File: config.mk
export PLATFORM = sky130hd
export DESIGN_NAME = tmz_timer
export DESIGN_NICKNAME = d
export VERILOG_FILES = /design/src/verilog/tmz_pkg.sv /design/src/verilog/tmz_prescaler.sv /design/src/verilog/tmz_timer.sv
export SDC_FILE = /design/constraint.sdc
export NUM_CORES = 1
export LEC_CHECK = 0
export BUFFER_PORTS_ARGS = -buffer_cell sky130_fd_sc_hd__buf_4
export CORE_ASPECT_RATIO = 2
export CORE_MARGIN = 3
export CORE_UTILIZATION = 60
export CTS_CLUSTER_DIAMETER = 80
export DETAILED_ROUTE_END_ITERATION = 12
export PLACE_DENSITY_LB_ADDON = 0.15
export SYNTH_ARGS = -nofsm -noshare
export SYNTH_HDL_FRONTEND = slang
export SYNTH_SLANG_ARGS = --single-unit
export TNS_END_PERCENT = 30
File: constraint.sdc
create_clock -name clock -period 6.3 [get_ports clock]
set_input_delay 0.315 -clock clock [delete_from_list [all_inputs] [get_ports clock]]
set_output_delay 0.315 -clock clock [all_outputs]
set_load 0.05 [all_outputs]
File: src/verilog/tmz_pkg.sv
package tmz_pkg;

    //------------------------------------------------------------
    // Register map
    //------------------------------------------------------------
    localparam logic [7:0] TIMER_CONTROL_ADDR = 8'h05;
    localparam logic [7:0] INT_STAT_EN_ADDR   = 8'h07;
    localparam logic [7:0] COUNT_LOW_ADDR     = 8'h0B;
    localparam logic [7:0] COUNT_HIGH_ADDR    = 8'h0C;
    localparam logic [7:0] EVT_STATUS_ADDR    = 8'h10;
    localparam logic [7:0] EVT_MASK_ADDR      = 8'h11;

    //------------------------------------------------------------
    // Field positions
    //------------------------------------------------------------
    localparam int unsigned CTL_EXT_INTERRUPT_EDGE_SELECT_BIT = 7;
    localparam int unsigned CTL_EDGE_BIT   = 6;
    localparam int unsigned CTL_SRC_BIT    = 5;
    localparam int unsigned CTL_PS_LSB     = 1;
    localparam int unsigned PS_SEL_W       = 4;
    localparam int unsigned ISE_FLAG_BIT   = 5;
    localparam int unsigned ISE_EN_BIT     = 1;
    localparam int unsigned EVT_OVF_BIT    = 0;
    localparam int unsigned EVT_EDGE_BIT   = 1;
    localparam int unsigned EVT_W          = 2;

    //------------------------------------------------------------
    // Reset values
    //------------------------------------------------------------
    localparam logic [7:0]  CTL_RST      = 8'h00;
    localparam logic [1:0]  EVT_MASK_RST = 2'h0;
    localparam logic [15:0] COUNT_RST    = 16'h0000;

    //------------------------------------------------------------
    // Timing
    //------------------------------------------------------------
    localparam int unsigned CLK_MHZ       = 100;
    localparam int unsigned TOSC_NS       = 10;
    localparam int unsigned SYNC_MIN_TOSC = 3;
    localparam int unsigned SYNC_MAX_TOSC = 7;
    // Least time rounds up, longest rounds down
    localparam int unsigned SYNC_MIN_CLK  =
        (SYNC_MIN_TOSC * TOSC_NS * CLK_MHZ + 999) / 1000;
    localparam int unsigned SYNC_MAX_CLK  =
        (SYNC_MAX_TOSC * TOSC_NS * CLK_MHZ) / 1000;
    localparam logic [1:0]  PHASE_LAST    = 2'h3;

endpackage

File: src/verilog/tmz_prescaler.sv
module tmz_prescaler #(
    parameter int unsigned PS_W  = 8,
    parameter int unsigned SEL_W = 4
) (
    input  wire logic             clock,
    input  wire logic             rst,
    input  wire logic             clear,
    input  wire logic             step,
    input  wire logic [SEL_W-1:0] sel,
    output logic                  pulse,
    output logic      [PS_W-1:0]  count
);

    logic [PS_W-1:0] lim;

    //------------------------------------------------------------
    // Parameter check
    //------------------------------------------------------------
    if (PS_W < 1 || (1 << SEL_W) <= PS_W)
        $error("tmz_prescaler: select field too narrow for PS_W");

    //------------------------------------------------------------
    // Terminal count: select n gives 2**n steps, saturating at 2**PS_W
    //------------------------------------------------------------
    for (genvar g = 0; g < PS_W; g++)
    begin : g_lim
        assign lim[g] = (32'(sel) > g);
    end

    // Counter; a clear always beats a step.
    // A count left above a newly lowered limit ends at once, not after a full wrap
    always_ff @(posedge clock or posedge rst)
    begin
        if (rst)
            count <= '0;
        else if (clear)
            count <= '0;
        else if (step)
            count <= (count >= lim) ? '0 : count + 1'b1;
    end

    // One pulse per full ratio
    always_ff @(posedge clock or posedge rst)
    begin
        if (rst)
            pulse <= 1'b0;
        else
            pulse <= step && !clear && (count >= lim);
    end

endmodule

File: src/verilog/tmz_timer.sv
module tmz_timer (
    input  wire logic       clock,
    input  wire logic       rst,
    input  wire logic [7:0] addr,
    input  wire logic [7:0] wdata,
    input  wire logic       wr_en,
    input  wire logic       rd_en,
    output logic      [7:0] rdata,
    input  wire logic       external_count_pin,
    input  wire logic       vector_ack,
    output logic            ovf_irq,
    output logic            irq
);
    import tmz_pkg::*;

    localparam int LAT_MIN = SYNC_MIN_CLK - 2;
    localparam int LAT_MAX = SYNC_MAX_CLK - 2;

    logic [7:0]       timer_control_r;
    logic             overflow_enable_r;
    logic             overflow_flag_r;
    logic [EVT_W-1:0] evt_status_r;
    logic [EVT_W-1:0] evt_mask_r;
    logic [7:0]       count_low_r;
    logic [7:0]       count_high_r;
    logic             inh_low_r;
    logic             inh_high_r;
    logic [1:0]       phase_r;
    logic             pin_s1_r;
    logic             pin_s2_r;
    logic             pin_prev_r;
    logic             prescaler_output_r;
    logic             samp_r;
    logic             ps_pulse;
    logic [7:0]       ps_count;

    //------------------------------------------------------------
    // Decode
    //------------------------------------------------------------
    logic wr_ctl;
    logic wr_ise;
    logic wr_low;
    logic wr_high;
    logic wr_evt;
    logic wr_mask;
    assign wr_ctl  = wr_en && (addr == TIMER_CONTROL_ADDR);
    assign wr_ise  = wr_en && (addr == INT_STAT_EN_ADDR);
    assign wr_low  = wr_en && (addr == COUNT_LOW_ADDR);
    assign wr_high = wr_en && (addr == COUNT_HIGH_ADDR);
    assign wr_evt  = wr_en && (addr == EVT_STATUS_ADDR);
    assign wr_mask = wr_en && (addr == EVT_MASK_ADDR);

    // Control fields
    logic                clk_src;
    logic                edge_rise;
    logic [PS_SEL_W-1:0] ps_sel;
    assign clk_src   = timer_control_r[CTL_SRC_BIT];
    assign edge_rise = timer_control_r[CTL_EDGE_BIT];
    assign ps_sel    = timer_control_r[CTL_PS_LSB +: PS_SEL_W];

    //------------------------------------------------------------
    // Phase clocks: four core periods per instruction cycle
    //------------------------------------------------------------
    logic half_en;
    logic cyc_en;
    assign half_en = phase_r[0];
    assign cyc_en  = (phase_r == PHASE_LAST);

    // Free-running phase divider
    always_ff @(posedge clock or posedge rst)
    begin
        if (rst)
            phase_r <= 2'h0;
        else
            phase_r <= phase_r + 2'h1;
    end

    //------------------------------------------------------------
    // External pin
    //------------------------------------------------------------
    // Two-stage synchroniser, then a third stage for edge detect
    always_ff @(posedge clock or posedge rst)
    begin
        if (rst)
        begin
            pin_s1_r   <= 1'b0;
            pin_s2_r   <= 1'b0;
            pin_prev_r <= 1'b0;
        end
        else
        begin
            pin_s1_r   <= external_count_pin;
            pin_s2_r   <= pin_s1_r;
            pin_prev_r <= pin_s2_r;
        end
    end

    // Active edge by polarity select
    logic ext_edge;
    assign ext_edge = edge_rise ? (pin_s2_r && !pin_prev_r)
                                : (!pin_s2_r && pin_prev_r);

    //------------------------------------------------------------
    // Prescaler
    //------------------------------------------------------------
    logic ps_step;
    logic ps_clear;
    assign ps_step  = clk_src ? cyc_en : ext_edge;
    assign ps_clear = wr_low || wr_high;

    // Ratio is read live, so it may change at any time
    tmz_prescaler #(
        .PS_W  (8),
        .SEL_W (PS_SEL_W)
    ) u_ps (
        .clock (clock),
        .rst   (rst),
        .clear (ps_clear),
        .step  (ps_step),
        .sel   (ps_sel),
        .pulse (ps_pulse),
        .count (ps_count)
    );

    // External path: output level resampled on the phase clocks.
    // A level toggle survives the sampling gap where a pulse would not.
    always_ff @(posedge clock or posedge rst)
    begin
        if (rst)
            prescaler_output_r <= 1'b0;
        else if (ps_pulse && !clk_src)
            prescaler_output_r <= !prescaler_output_r;
    end

    // Sampled twice per instruction cycle
    always_ff @(posedge clock or posedge rst)
    begin
        if (rst)
            samp_r <= 1'b0;
        else if (half_en)
            samp_r <= prescaler_output_r;
    end

    logic inc_tick;
    assign inc_tick = clk_src ? ps_pulse
                              : (half_en && (samp_r != prescaler_output_r));

    //------------------------------------------------------------
    // Counter halves
    //------------------------------------------------------------
    logic low_go;
    logic high_go;
    logic carry;
    logic ovf_evt;
    assign low_go  = !wr_low && !inh_low_r;
    assign high_go = !wr_high && !inh_high_r;
    assign carry   = low_go && (count_low_r == 8'hFF);
    assign ovf_evt = inc_tick && carry && high_go && (count_high_r == 8'hFF);

    // Inhibit stands from the write until the first cyc_en phase after it
    always_ff @(posedge clock or posedge rst)
    begin
        if (rst)
        begin
            inh_low_r  <= 1'b0;
            inh_high_r <= 1'b0;
        end
        else
        begin
            inh_low_r  <= wr_low || (inh_low_r && !cyc_en);
            inh_high_r <= wr_high || (inh_high_r && !cyc_en);
        end
    end

    // Low byte
    always_ff @(posedge clock or posedge rst)
    begin
        if (rst)
            count_low_r <= COUNT_RST[7:0];
        else if (wr_low)
            count_low_r <= wdata;
        else if (inc_tick && low_go)
            count_low_r <= count_low_r + 8'h01;
    end

    // High byte takes the carry only when it is free to move
    always_ff @(posedge clock or posedge rst)
    begin
        if (rst)
            count_high_r <= COUNT_RST[15:8];
        else if (wr_high)
            count_high_r <= wdata;
        else if (inc_tick && carry && high_go)
            count_high_r <= count_high_r + 8'h01;
    end

    //------------------------------------------------------------
    // Registers
    //------------------------------------------------------------
    // Timer control; bit 0 is not stored
    always_ff @(posedge clock or posedge rst)
    begin
        if (rst)
            timer_control_r <= CTL_RST;
        else if (wr_ctl)
            timer_control_r <= {wdata[7:1], 1'b0};
    end

    // Overflow enable
    always_ff @(posedge clock or posedge rst)
    begin
        if (rst)
            overflow_enable_r <= 1'b0;
        else if (wr_ise)
            overflow_enable_r <= wdata[ISE_EN_BIT];
    end

    // Overflow flag: a wrap beats the vector ack and a write
    always_ff @(posedge clock or posedge rst)
    begin
        if (rst)
            overflow_flag_r <= 1'b0;
        else if (ovf_evt)
            overflow_flag_r <= 1'b1;
        else if (vector_ack)
            overflow_flag_r <= 1'b0;
        else if (wr_ise)
            overflow_flag_r <= wdata[ISE_FLAG_BIT];
    end

    // Sticky events, write one to clear, set wins
    logic [EVT_W-1:0] evt_set;
    assign evt_set[EVT_OVF_BIT]  = ovf_evt;
    assign evt_set[EVT_EDGE_BIT] = ext_edge && !clk_src;

    always_ff @(posedge clock or posedge rst)
    begin
        if (rst)
            evt_status_r <= '0;
        else
            evt_status_r <= evt_set |
                (evt_status_r & ~(wr_evt ? wdata[EVT_W-1:0] : '0));
    end

    // Event mask
    always_ff @(posedge clock or posedge rst)
    begin
        if (rst)
            evt_mask_r <= EVT_MASK_RST;
        else if (wr_mask)
            evt_mask_r <= wdata[EVT_W-1:0];
    end

    // Interrupt outputs, one cycle behind their causes
    always_ff @(posedge clock or posedge rst)
    begin
        if (rst)
        begin
            ovf_irq <= 1'b0;
            irq     <= 1'b0;
        end
        else
        begin
            ovf_irq <= overflow_flag_r && overflow_enable_r;
            irq     <= |(evt_status_r & evt_mask_r);
        end
    end

    //------------------------------------------------------------
    // Read port: data only in the cycle after the strobe
    //------------------------------------------------------------
    always_ff @(posedge clock or posedge rst)
    begin
        if (rst)
            rdata <= 8'h00;
        else if (!rd_en)
            rdata <= 8'h00;
        else
        begin
            unique case (addr)
                TIMER_CONTROL_ADDR: rdata <= timer_control_r;
                INT_STAT_EN_ADDR:   rdata <= 8'(
                    (32'(overflow_flag_r) << ISE_FLAG_BIT) |
                    (32'(overflow_enable_r) << ISE_EN_BIT));
                COUNT_LOW_ADDR:     rdata <= count_low_r;
                COUNT_HIGH_ADDR:    rdata <= count_high_r;
                EVT_STATUS_ADDR:    rdata <= {6'h00, evt_status_r};
                EVT_MASK_ADDR:      rdata <= {6'h00, evt_mask_r};
                default:            rdata <= 8'h00;
            endcase
        end
    end
endmodule

* After elaboration in Yosys (flattened, before gate mapping) *
Cells that the tools add are included.

word-level totals
  register bits after elaboration = 57
  latch bits = 0
  input port bits = 22
  memories = 0
  ROM bits = 0
  memory bits (writable) = 0

operators by class
  reductions and logical operators = 41
  div/mod/pow operators = 0
  $mul = 0
  $lt $le $gt $ge = 9
  shift-type cells = 0
  $add $sub $neg = 4
  bitwise gates (word level) = 5
  muxes and demuxes = 16
  equal/unequal tests = 10

operators by type and width
  kind                                                  count
  two-way mux 8 bit                                     8
  one-hot mux 8 bit (6 select lines)                    1
  adder 8 x 1 -> 8 bit (second input constant)          3
  logical AND 1 bit                                     23
  equality test 8 x 3 -> 1 bit (second input constant)  2
  equality test 8 x 4 -> 1 bit (second input constant)  2
  equality test 8 x 5 -> 1 bit (second input constant)  2
  equality test 8 bit (second input constant)           2
  > comparator 4 x 3 -> 1 bit (second input constant)   4
  logical NOT 1 bit                                     10
  >= comparator 8 bit                                   1
  > comparator 4 x 1 -> 1 bit (second input constant)   2
  > comparator 4 x 2 -> 1 bit (second input constant)   2
  two-way mux 1 bit                                     6
  bitwise OR 6 x 2 -> 6 bit                             1
  nonzero test 2 bit                                    3
  bitwise AND 2 bit                                     2
  logical OR 1 bit                                      3
  nonzero test 3 bit                                    1
  adder 2 x 1 -> 2 bit (second input constant)          1
  equality test 2 bit (second input constant)           1
  two-way mux 2 bit                                     1
  NOT 2 bit                                             1
  bitwise OR 2 bit                                      1
  2 further kinds                                       2

* Logic depth before layout (Yosys ltp) *
Gate-level depths: netlist (run 1).

  depth after elaboration = 9
  mapped depth = 9
  gate-level depth less buffers = 8

* Hierarchy *
From an unflattened synthesis (run 1), not the netlist that was laid out.

unflattened totals
  cells, all modules = 317
  area, all modules = 3,209.3 um^2

by module, submodules not included
  module         times used  area each (um^2)  cells an instance  seq. area each (um^2)
  tmz_timer      1           2,473.6           234                1,201.2
  tmz_prescaler  1           735.7             83                 225.2

* Worst setup path after synthesis (run 1) *
Ideal clock, no wire load.

  path type = flip-flop to flip-flop
  from = register timer_control_r[2]
  to = register u_ps.count[2]
  setup time = 77 ps
  clock period less this slack = 2,590 ps
  setup slack = 3,710 ps
  required time = 6,223 ps
  arrival time = 2,513 ps
  cell stages (with the launch flop) = 10
  path through = dfrtp_1 -> or2_2 -> or3_1 -> ha_1 -> nand2b_1 -> a2111oi_0 -> o31a_1 -> clkbuf_1 -> o21ai_0 -> a21oi_1

between the ends
  cells in the longest elaborated chain, start to end = 5

ends and longest elaborated chain
  what                                                       RTL line             source
  from (decl)                                                tmz_timer.sv:19      logic [7:0] timer_control_r;
  from (signal assigned)                                     tmz_timer.sv:206     timer_control_r <= {wdata[7:1], 1'b0};
  > comparator 4 x 1 -> 1 bit, or another cell as far along  tmz_prescaler.sv:27  assign lim[g] = (32'(sel) > g);
  >= comparator 8 bit *                                      tmz_prescaler.sv:39  count <= (count >= lim) ? '0 : count + 1'b1;
  two-way mux 8 bit *                                        tmz_prescaler.sv:39
  two-way mux 8 bit *                                        tmz_prescaler.sv:38  else if (step)
  two-way mux 8 bit *                                        tmz_prescaler.sv:36  else if (clear)
  to (signal assigned)                                       tmz_prescaler.sv:39
  to (decl)                                                  tmz_prescaler.sv:11  output logic [PS_W-1:0] count

Mark *: on every way between the ends. The rest lies on a longest branch, timed or not. The select of a mux whose other input is x is not followed.
A chain may end at the register's enable or synchronous reset.

* Final worst setup path (run 1) *
  from = register timer_control_r[2]
  to = register u_ps.count[6]

The elaborated chain is that of the path after synthesis.

==> results.md, run 1 <==
- Status: complete, no violations
- Global Route Usage Sum: 27.8%
- First-pass GRT wire length: 12900 um
- Syn Area/Cell: 9.57 um^2
- Max Transition Viols Final: 0
- Final worst slack: 3.52 ns
- Syn_nets: 365
- Max Root-Sink Buffers: 2
- Unrepaired setup endpoints after global routing: no
- Initial Util: 63.4%
- Worst endpoint required time: 6.57 ns
- Vias in the first global route: 2649
- Clk slew on worst S/H paths: 0.06 ns
- Main synth FF type: dfrtp_1
- Postcts setup bufs: 0
- Share of layout cells above drive strength 1: 19.2%
- Total die area: 0.00624 mm^2
- Total Neg Setup Slack: 0 ns
- Tightest Pin Transition: 0.878 ns
- Cts hold-fix bufs: 0
- CP Max Fanout: 14
- Internal power: about 830 uW
- Relative slew slack: 41.0%
- Layout Area Growth over Synthesis: 15.4%
- ANT cells: 0
- CP arrival: 3.05 ns
- Worst Skew: slightly below 0.01 ns
- Syn. warnings: 0
- CP Buf/Inv Count: 0
- Antenna-violating nets left: 0
- Min-Delay Path Class: input pin to flop
- CP top delay family: compound AO/OA/AOI/OAI gates
- PwrDens: ~330 mW/mm^2
- Final HPWL DP: 5850 um
- Synthesis-stage register bit count: 57
- Starting DRC count in detailed routing: 180
- Crit path time final: 2.78 ns
- WL final: 7850 um
- Total power: 1220 uW
- Critical-path cell list: or2_2 -> or3_1 -> ha_1 -> nand2b_1 -> a2111oi_0 -> o31a_1 -> nand3_1 -> a31oi_1
- Area leader, netlist: dfrtp_1
- P_leak: 0.00162 uW
- Sw frac: 32.4%
- PortBufs: 31
- Max IR drop VDD: 0.000364 V
- Yosys top cell area share: 45.0%
- Routed vias: around 2700
- Drc violations: 0
- Hold Vio Cnt, Final: 0
- Grt ovf: 0
- Initial antenna violation count: 0
- Post-place setup slack: 3.54 ns
- Top post-synthesis cells by area: dfrtp_1 (45%), ha_1 (4.7%), nand2_1 (4.6%)
- Gpl congestion: 0.908
- Switching power total: 395 uW
- Die height: 109 um
- Startpoint Class: flop
- Unique masters post-synth: 55
- Mapped Area: 0.00317 mm^2
- CORE AREA: between 0.004 and 0.005 mm^2
- Crit Path Category: flop to flop
- Max-Cap Viols: 0
- Combinational share of power: 24.8%
- Synth top cells by count: dfrtp_1 (57), nand2_1 (39), nand3_1 (22), nor2_1 (22), nor3_1 (16)
- Row cnt: 36
- Setup violators final: 0
- Via density: about 6.3
- Post_cts resized: 0
- Critical path capture point type: flop
- Worst path slowest cell: o31a_1
- Synth Instances: 331
- Dpl cells: a little over 400
- Drt wl/cell: 18.6 um
- CP peak stage delay: 0.50 ns
- FFs w/ async S/R, synth: 100%
- Fmax: 360 MHz
- CTS buffer count: 9
- Sequential share of power: 40.7%
- Post-layout util: 73.1%
- Die outline width: 57.4 um
- EDFF count, synth: 0
- Post-synthesis sequential area ratio: 45.0%
- TritonCTS clock tree: done
- Crit share post-route: 44.1%
- Largest net degree at the start of global routing: 58
- H-tree levels: 3
- Pre-Repair DR Iteration Count: 4
- Non-Filler Instances: 422
- Sink Count: 57
- Io pins: 32
- Count leader, synth: dfrtp_1
- Final nets: 394
- Clock network power share: 34.5%
- Root Buffer: clkbuf_8
- Clk Latency, worst-skew pair: 0.36 ns
[power groups by stage]
stage,Sequential [uW],Clock [uW],Combinational (uW)
4_1_cts,496,422,304
2_1_floorplan,480,0,237
3_3_place_gp,500,0,288
3_5_place_dp,502,0,300
5_1_grt,508,442,338
6_report,497,421,303
[layer usage]
metal / global-route usage, % / wire [um]
met3: 7.11 / 320
met4: 18.1 / 410
met5: 0 / 0
met1: 29.2 / 2870
met2: 47.7 / 4250
[final timing paths]
path	start	slack (ns)	cells past startpoint	to
max	timer_control_r[2]$_DFFE_PP0P_	3.52	8	u_ps.count[6]$_DFFE_PP0P_
min	external_count_pin	0.07	1	pin_s1_r$_DFF_PP0_
max reg2reg	timer_control_r[2]$_DFFE_PP0P_	3.52	8	u_ps.count[6]$_DFFE_PP0P_
min reg2reg	pin_s1_r$_DFF_PP0_	0.35	0	pin_s2_r$_DFF_PP0_
max in group asynchronous	rst	5.66	3	irq$_DFF_PP0_
min in group asynchronous	rst	0.15	3	count_low_r[4]$_DFFE_PP0P_
[cell usage in the layout (no fill, tap or decap), types with 2 or more instances in the layout]
master     count
nor2b_1        2
nor3b_1        2
nor3_1        16
nor4_1         2
clkinv_2       3
or3_1          3
nand2b_1       4
a31oi_1        8
a211oi_1       2
buf_4         34
a22o_1         2
nand3b_1       3
mux2i_1        8
or2_2          3
dfrtp_1       57
o21ai_0       14
ha_1          12
a21o_1         2
nor2_1        22
o21a_1         2
a21oi_1       14
a22oi_1        7
nand2_1       39
and3b_1        2
o22ai_1        2
mux2_2        12
nand4_1        5
a211o_1        3
inv_1          8
and4_1         2
clkbuf_8      10
bufinv_16      3
nand3_1       22
and2_1         5
xnor2_1        9
[worst register-to-register path: cells and delay by family, from the launching register on]
family,cells,cell delay [ns]
adder cells (fa/ha/maj),1,0.27
AO/OA/AOI/OAI,3,1.08
flip-flops,1,0.44
AND/OR/NAND/NOR,4,0.90
[per-stage QoR]
stage / instance area [um^2] / hold slack [ns]
finish: 3650 / 0.0692
global route: 3650 / 0.0534
CTS: 3650 / 0.0634
detailed placement: 3410 / 0.341
global placement: 3410 / 0.333
floorplan: 3170 / 0.331
[state kept, by name (all words and copies together) (netlist names), 2 cells and up]
register / count
evt_mask_r: 2
count_high_r: 8
phase_r: 2
timer_control_r: 7
evt_status_r: 2
count_low_r: 8
rdata: 8
u_ps.count: 8
[logic make-up (layout without fill, tap and decap cells)]
| kind of cell | Yosys count | in the layout | synth area share, % |
|---|---|---|---|
| AO/OA/AOI/OAI | 66 | 66 | 13.7 |
| XOR/XNOR | 10 | 10 | 2.76 |
| adder cells (fa/ha/maj) | 12 | 12 | 4.74 |
| buffers and inverters | 25 | 59 | 3.67 |
| flip-flops | 57 | 57 | 45.0 |
| multiplexers | 20 | 20 | 6.79 |
| AND/OR/NAND/NOR | 141 | 141 | 23.3 |
[final cells by class]
cell class                      count  area [um^2]
Multi-Input combinational cell    249         1630
Sequential cell                    57         1430
Fill cell                         397         1350
Timing Repair Buffer               34          255
Clock buffer                       10          138
Clock inverter                      6          105
Tap cell                           57         71.3
Inverter                            9         33.8
Power figures use the tool's default switching activity.
==> run 2: changes to the inputs <==
--- a/config.mk
+++ b/config.mk
@@ -8,7 +8,7 @@
 export BUFFER_PORTS_ARGS = -buffer_cell sky130_fd_sc_hd__buf_4
 export CORE_ASPECT_RATIO = 2
 export CORE_MARGIN = 3
-export CORE_UTILIZATION = 60
+export CORE_UTILIZATION = 59
 export CTS_CLUSTER_DIAMETER = 80
 export DETAILED_ROUTE_END_ITERATION = 12
 export PLACE_DENSITY_LB_ADDON = 0.15
==> constraint.sdc (replaced) <==
create_clock -name clock -period 2.58 [get_ports clock]
set_input_delay 0.129 -clock clock [delete_from_list [all_inputs] [get_ports clock]]
set_output_delay 0.129 -clock clock [all_outputs]
set_load 0.05 [all_outputs]
==> run 2 against run 1 <==
  * Routed wire length shrank 0.65%
  * Setup slack lost 3.4 ns
  * Clock-buffer cell count grew 4
  * Final cell count grew 4.0%
  * Global-route usage grew 0.32 points
  * Via count grew 1.7%
  * Core utilization shrank 0.73 points
==> results.md, run 2 (same netlist as run 1, synthesis figures left out) <==
- Worst path slowest cell: dfrtp_1
- Relative slew slack: 54.7%
- Worst Skew: ~0.008 ns
- Non-Filler Instances: roughly 440
- Max layer used: met4
- Max Transition Viols Final: 0
- Starting DRC count in detailed routing: approximately 170
- Max Root-Sink Buffers: 2
- First-pass GRT wire length: 13300 um
- CP Max Fanout: 14
- WL final: 7800 um
- Die outline width: 57.8 um
- Pre-Repair DR Iteration Count: 6
- Initial Util: about three fifths
- Global Route Usage Sum: 28.1%
- Final hold slack: around 0.022 ns
- Largest net degree at the start of global routing: 25
- Unrepaired setup endpoints after global routing: no
- Total die area: 0.00634 mm^2
- Layout Area Growth over Synthesis: 18.4%
- ANT cells: 0
- Final HPWL DP: about 6000 um
- CTS buffer count: 9
- Gpl congestion: 0.885
- Crit share post-route: 94.5%
- Clk Latency, worst-skew pair: 0.34 ns
- Status: complete, no violations
- H-tree levels: 3
- Final worst slack: approximately 0.14 ns
- Fmax: 410 MHz
- Die height: 110 um
- Clk slew on worst S/H paths: 0.06 ns
- Via density: 6.19
- Commonest non-fill, non-tap cells in the layout: dfrtp_1 (57), buf_4 (46), nand2_1 (39)
- Row cnt: 37
- R2r worst-path depth: 9
- Grt ovf: 0
- Post-layout util: 72.4%
- CORE AREA: 0.00518 mm^2
- Routed vias: roughly 2700
- Total Neg Setup Slack: 0 ns
- Metal1 wirelength: 2650 um
- Max IR drop VDD: 0.000615 V
- Vias in the first global route: 2873
- Io pins: 32
- Max-Cap Viols: 0
- Critical path capture point type: flop
- PwrDens: 753 mW/mm^2
- Share of layout cells above drive strength 1: 21.8%
- Worst endpoint required time: between 2 and 3 ns
- Antenna-violating nets left: 0
- TritonCTS clock tree: done
- Critical-path cell list: or2_2 -> or3_1 -> ha_1 -> nand2b_1 -> a2111oi_2 -> o31a_1 -> buf_12 -> nand3_1 -> a31oi_1
- Sink Count: 57
- Drc violations: 0
- Hold Vio Cnt, Final: 0
- Setup violators final: 0
- Post-place setup slack: 0.0461 ns
- Met3 wire len: 335 um
- Min-Delay Path Class: input pin to flop
- CP arrival: about 2.7 ns
- Final nets: 410
- Crit path time final: 2.44 ns
- Commonest non-fill, non-tap cell in the layout: dfrtp_1
- Hold depth: 2
- CP peak stage delay: ~0.38 ns
- Initial antenna violation count: 0
- Startpoint Class: flop
- Crit Path Category: flop to flop
- Dpl cells: 420
- Drt wl/cell: around 18 um
- PortBufs: 31
- Root Buffer: clkbuf_8
- Tightest Pin Transition: 0.677 ns
- P_leak: 0.00168 uW
- Wire length on met2: about 4300 um
- Postcts setup bufs: 0
==> run 2: changes by cell type in the layout (fill, tap and decap cells not counted), sizes merged <==
| cell | delta |
|---|---|
| clkinv | -1 |
| buf | +13 |
| clkbuf | +4 |
| dlygate4sd3 | +3 |
| bufinv | -3 |
==> run 2: stage by stage <==
step	cell area [um^2]	power, uW
after floorplan	3170	1750
after global placement	3520	1980
after detailed placement	3520	2020
after CTS	3750	2830
after global routing	3750	3010
final	3750	2820
==> run 2: cell type report <==
cell class | instances | area, um^2
Multi-Input combinational cell | 249 | 1630
Fill cell | 405 | 1430
Sequential cell | 57 | 1430
Timing Repair Buffer | 50 | 395
Clock buffer | 14 | 183
Tap cell | 58 | 72.6
Inverter | 9 | 33.8
Clock inverter | 2 | 10.0
==> run 2: routing by layer <==
layer | vias up | GRT usage [%]
met1 | 1304 | 27.5
met4 | 0 | 21.2
li1 | 1290 | -
met2 | 81 | 50.5
met3 | 41 | 5.05
met5 | - | 0
==> run 2: power by group <==
part	switching, uW	internal, uW	leakage (uW)
sequential	169	1030	0.000694
clock	341	450	0.000102
combinational	431	403	0.000887
==> run 2: critical path: cells and delay by family, from the launching register on <==
kind                     cells  cell delay, ns
AND/OR/NAND/NOR              4            0.86
AO/OA/AOI/OAI                3            0.70
flip-flops                   1            0.38
adder cells (fa/ha/maj)      1            0.27
buffers and inverters        1            0.14
==> run 2: path summary, 6_finish.rpt <==
| check | slack, ns | end | start |
|---|---|---|---|
| max | 0.14 | u_ps.count[7]$_DFFE_PP0P_ | timer_control_r[1]$_DFFE_PP0P_ |
| min | 0.02 | rdata[1]$_DFF_PP0_ | rd_en |
| max reg2reg | 0.14 | u_ps.count[7]$_DFFE_PP0P_ | timer_control_r[1]$_DFFE_PP0P_ |
| min reg2reg | 0.35 | pin_s2_r$_DFF_PP0_ | pin_s1_r$_DFF_PP0_ |
| max in group asynchronous | 1.56 | rdata[7]$_DFF_PP0_ | rst |
| min in group asynchronous | 0.38 | irq$_DFF_PP0_ | rst |
==> run 2: what timing repair did <==
item                       4_1_cts  5_1_grt
hold buffers                     3        0
hold endpoints to repair        24        0
gates resized for setup          0        2
setup endpoints to repair        0        8
==> run 3: changes to the inputs <==
--- a/config.mk
+++ b/config.mk
@@ -9,9 +9,9 @@
 export CORE_ASPECT_RATIO = 2
 export CORE_MARGIN = 3
 export CORE_UTILIZATION = 59
-export CTS_CLUSTER_DIAMETER = 80
+export CTS_CLUSTER_DIAMETER = 200
 export DETAILED_ROUTE_END_ITERATION = 12
-export PLACE_DENSITY_LB_ADDON = 0.15
+export PLACE_DENSITY_LB_ADDON = 0.25
 export SYNTH_ARGS = -nofsm -noshare
 export SYNTH_HDL_FRONTEND = slang
 export SYNTH_SLANG_ARGS = --single-unit
==> run 3 against run 2 <==
  * Clock power decreased by 6.6%
  * Clock-buffer cell count down 1
  * Clock skew up 0.0017 ns
  * Routed wire length up 5.6%
  * Global-route usage grew 0.080 points
  * First-iteration DRC count increased by 56%
  * Sequential power about the same
  * Critical path depth unchanged
  * Register-to-register slack hardly changed
  * Worst hold slack worse by 0.0033 ns
  * Largest power group unchanged
==> results.md, run 3 (same netlist as run 1, synthesis figures left out) <==
- PortBufs: 31
- Max Root-Sink Buffers: 2
- Pre-Repair DR Iteration Count: 4
- Multi-input gate area in the final layout: about 0.0016 mm^2
- Share of layout cells above drive strength 1: 21.8%
- Final nets: 410
- Global Route Usage Sum: 28.2%
- Setup violators final: 0
- Dpl cells: 420
- Reg2reg end: u_ps.count[6]$_DFFE_PP0P_
- CP peak stage delay: 0.37 ns
- Fill count: 413
- Tightest Pin Transition: 0.997 ns
- Sink Count: 57
- Largest net degree at the start of global routing: 48
- Routed vias: 2762
- Die height: between 100 and 150 um
- Hold depth: 2
- Status: complete, no violations
- Max-Cap Viols: 0
- Gpl congestion: 0.941
- Starting DRC count in detailed routing: 261
- Max IR drop VDD: 0.000645 V
- TritonCTS clock tree: done
- Drt wl/cell: ~19 um
- CORE AREA: 0.00518 mm^2
- Commonest non-fill, non-tap cell in the layout: dfrtp_1
- Antenna-violating nets left: 0
- Crit path time final: approximately 2.4 ns
- Drc violations: 0
- Critical R2R Launch: timer_control_r[1]$_DFFE_PP0P_
- H-tree levels: 3
- Non-Filler Instances: 439
- Max Transition Viols Final: 0
- Die outline width: 57.8 um
- CP arrival: about 2.7 ns
- P_leak: 0.00167 uW
- Root Buffer: clkbuf_8
- Initial antenna violation count: 0
- Worst Skew: 0.00949 ns
- Io pins: 32
- Crit share post-route: 94.5%
- Met3 wire len: 360 um
- Critical path capture point type: flop
- R2r worst-path depth: 9
- ANT cells: 0
- Final HPWL DP: roughly 6200 um
- Worst endpoint required time: around 2.8 ns
- Critical-path cell list: or2_2 -> or3_1 -> ha_1 -> nand2b_1 -> a2111oi_2 -> o31a_1 -> buf_6 -> nand3_1 -> a31oi_1
- Worst path slowest cell: dfrtp_1
- Total power: 2800 uW
- Layout Area Growth over Synthesis: 17.6%
- Vias in the first global route: roughly 2700
- Hold Vio Cnt, Final: 0
- Post-place setup slack: between 0.08 and 0.09 ns
- Hold Path Origin: rd_en
- Worst Hold Path EP: rdata[1]$_DFF_PP0_
- Initial Util: 61.1%
- WL final: 8240 um
- Crit Path Category: flop to flop
- Min-Delay Path Class: input pin to flop
- Via density: 6.29
- CP Max Fanout: 7
- Startpoint Class: flop
- Reg area: 0.00143 mm^2
- Final worst slack: about 0.14 ns
- Relative slew slack: 33.4%
- First-pass GRT wire length: 13200 um
- Clk slew on worst S/H paths: 0.06 ns
- CP Buf/Inv Count: 1
- R2R Setup Slk: about 0.14 ns
- PwrDens: around 750 mW/mm^2
- Clk Latency, worst-skew pair: 0.34 ns
- Fmax: 410 MHz
- CTS buffer count: 9
- Grt ovf: 0
- Row cnt: 37
- Commonest non-fill, non-tap cells in the layout: dfrtp_1 (57), buf_4 (46), nand2_1 (39)
- Total die area: 0.00634 mm^2
- Metal1 wirelength: 2870 um
- Wire length on met2: 4540 um
- CP top delay family: simple AND/OR/NAND/NOR gates
- Max layer used: met4
[run 3: changes by cell type in the layout (fill, tap and decap cells not counted), sizes merged]
cell	delta
buf	+1
clkbuf	-1
clkinv	+1
dlygate4sd3	-1
[run 3: layer usage]
metal | up-vias | track usage [%]
li1 | 1292 | -
met1 | 1326 | 28.3
met2 | 105 | 50.8
met3 | 39 | 5.76
met4 | 0 | 18.4
met5 | - | 0
[run 3: how the worst max path moves through the flow]
stage	start	to	depth (start not counted)
4_1_cts	timer_control_r[1]$_DFFE_PP0P_	u_ps.count[6]$_DFFE_PP0P_	9
2_1_floorplan	timer_control_r[2]$_DFFE_PP0P_	u_ps.count[4]$_DFFE_PP0P_	9
3_5_place_dp	timer_control_r[1]$_DFFE_PP0P_	u_ps.count[6]$_DFFE_PP0P_	9
3_3_place_gp	timer_control_r[1]$_DFFE_PP0P_	u_ps.count[3]$_DFFE_PP0P_	9
5_1_grt	timer_control_r[1]$_DFFE_PP0P_	u_ps.count[6]$_DFFE_PP0P_	9
6_report	timer_control_r[1]$_DFFE_PP0P_	u_ps.count[6]$_DFFE_PP0P_	9
[run 3: where the power goes]
group          internal, uW  switching (uW)
Clock                   396             342
Sequential             1030             187
Combinational           398             442
[run 3: repair_timing]
item / in CTS / in global routing
setup endpoints to repair: 0 / 8
hold endpoints to repair: 2 / 0
setup buffers: 0 / 0
hold buffers: 2 / 0
gates resized for setup: 0 / 6
[run 3: worst register-to-register path: cells and delay by family, from the launching register on]
kind / cells / cell delay, ns
DFF: 1 / 0.37
adders and majority gates: 1 / 0.28
buffers and inverters: 1 / 0.14
and+or+nand+nor: 4 / 0.87
AOI/OAI and AO/OA: 3 / 0.71
[run 3: layout make-up]
| cell class | instances | area share (%) |
|---|---|---|
| Clock buffer | 13 | 4.26 |
| Clock inverter | 3 | 0.403 |
| Inverter | 9 | 0.907 |
| Multi-Input combinational cell | 249 | 43.8 |
| Sequential cell | 57 | 38.3 |
| Tap cell | 58 | 1.95 |
| Timing Repair Buffer | 50 | 10.4 |
[run 3: metrics by stage]
| step | cell area [um^2] | setup TNS (ns) | hold WS, ns | util (%) |
|---|---|---|---|---|
| 3_3_place_gp | 3510 | 0 | 0.239 | 67.7 |
| 5_1_grt | 3730 | -0.111 | 0.0183 | 71.9 |
| 4_1_cts | 3700 | 0 | 0.00514 | 71.5 |
| 2_1_floorplan | 3170 | 0 | 0.160 | - |
| 3_5_place_dp | 3510 | 0 | 0.240 | 67.7 |
| 6_report | 3730 | 0 | 0.0189 | 71.9 |
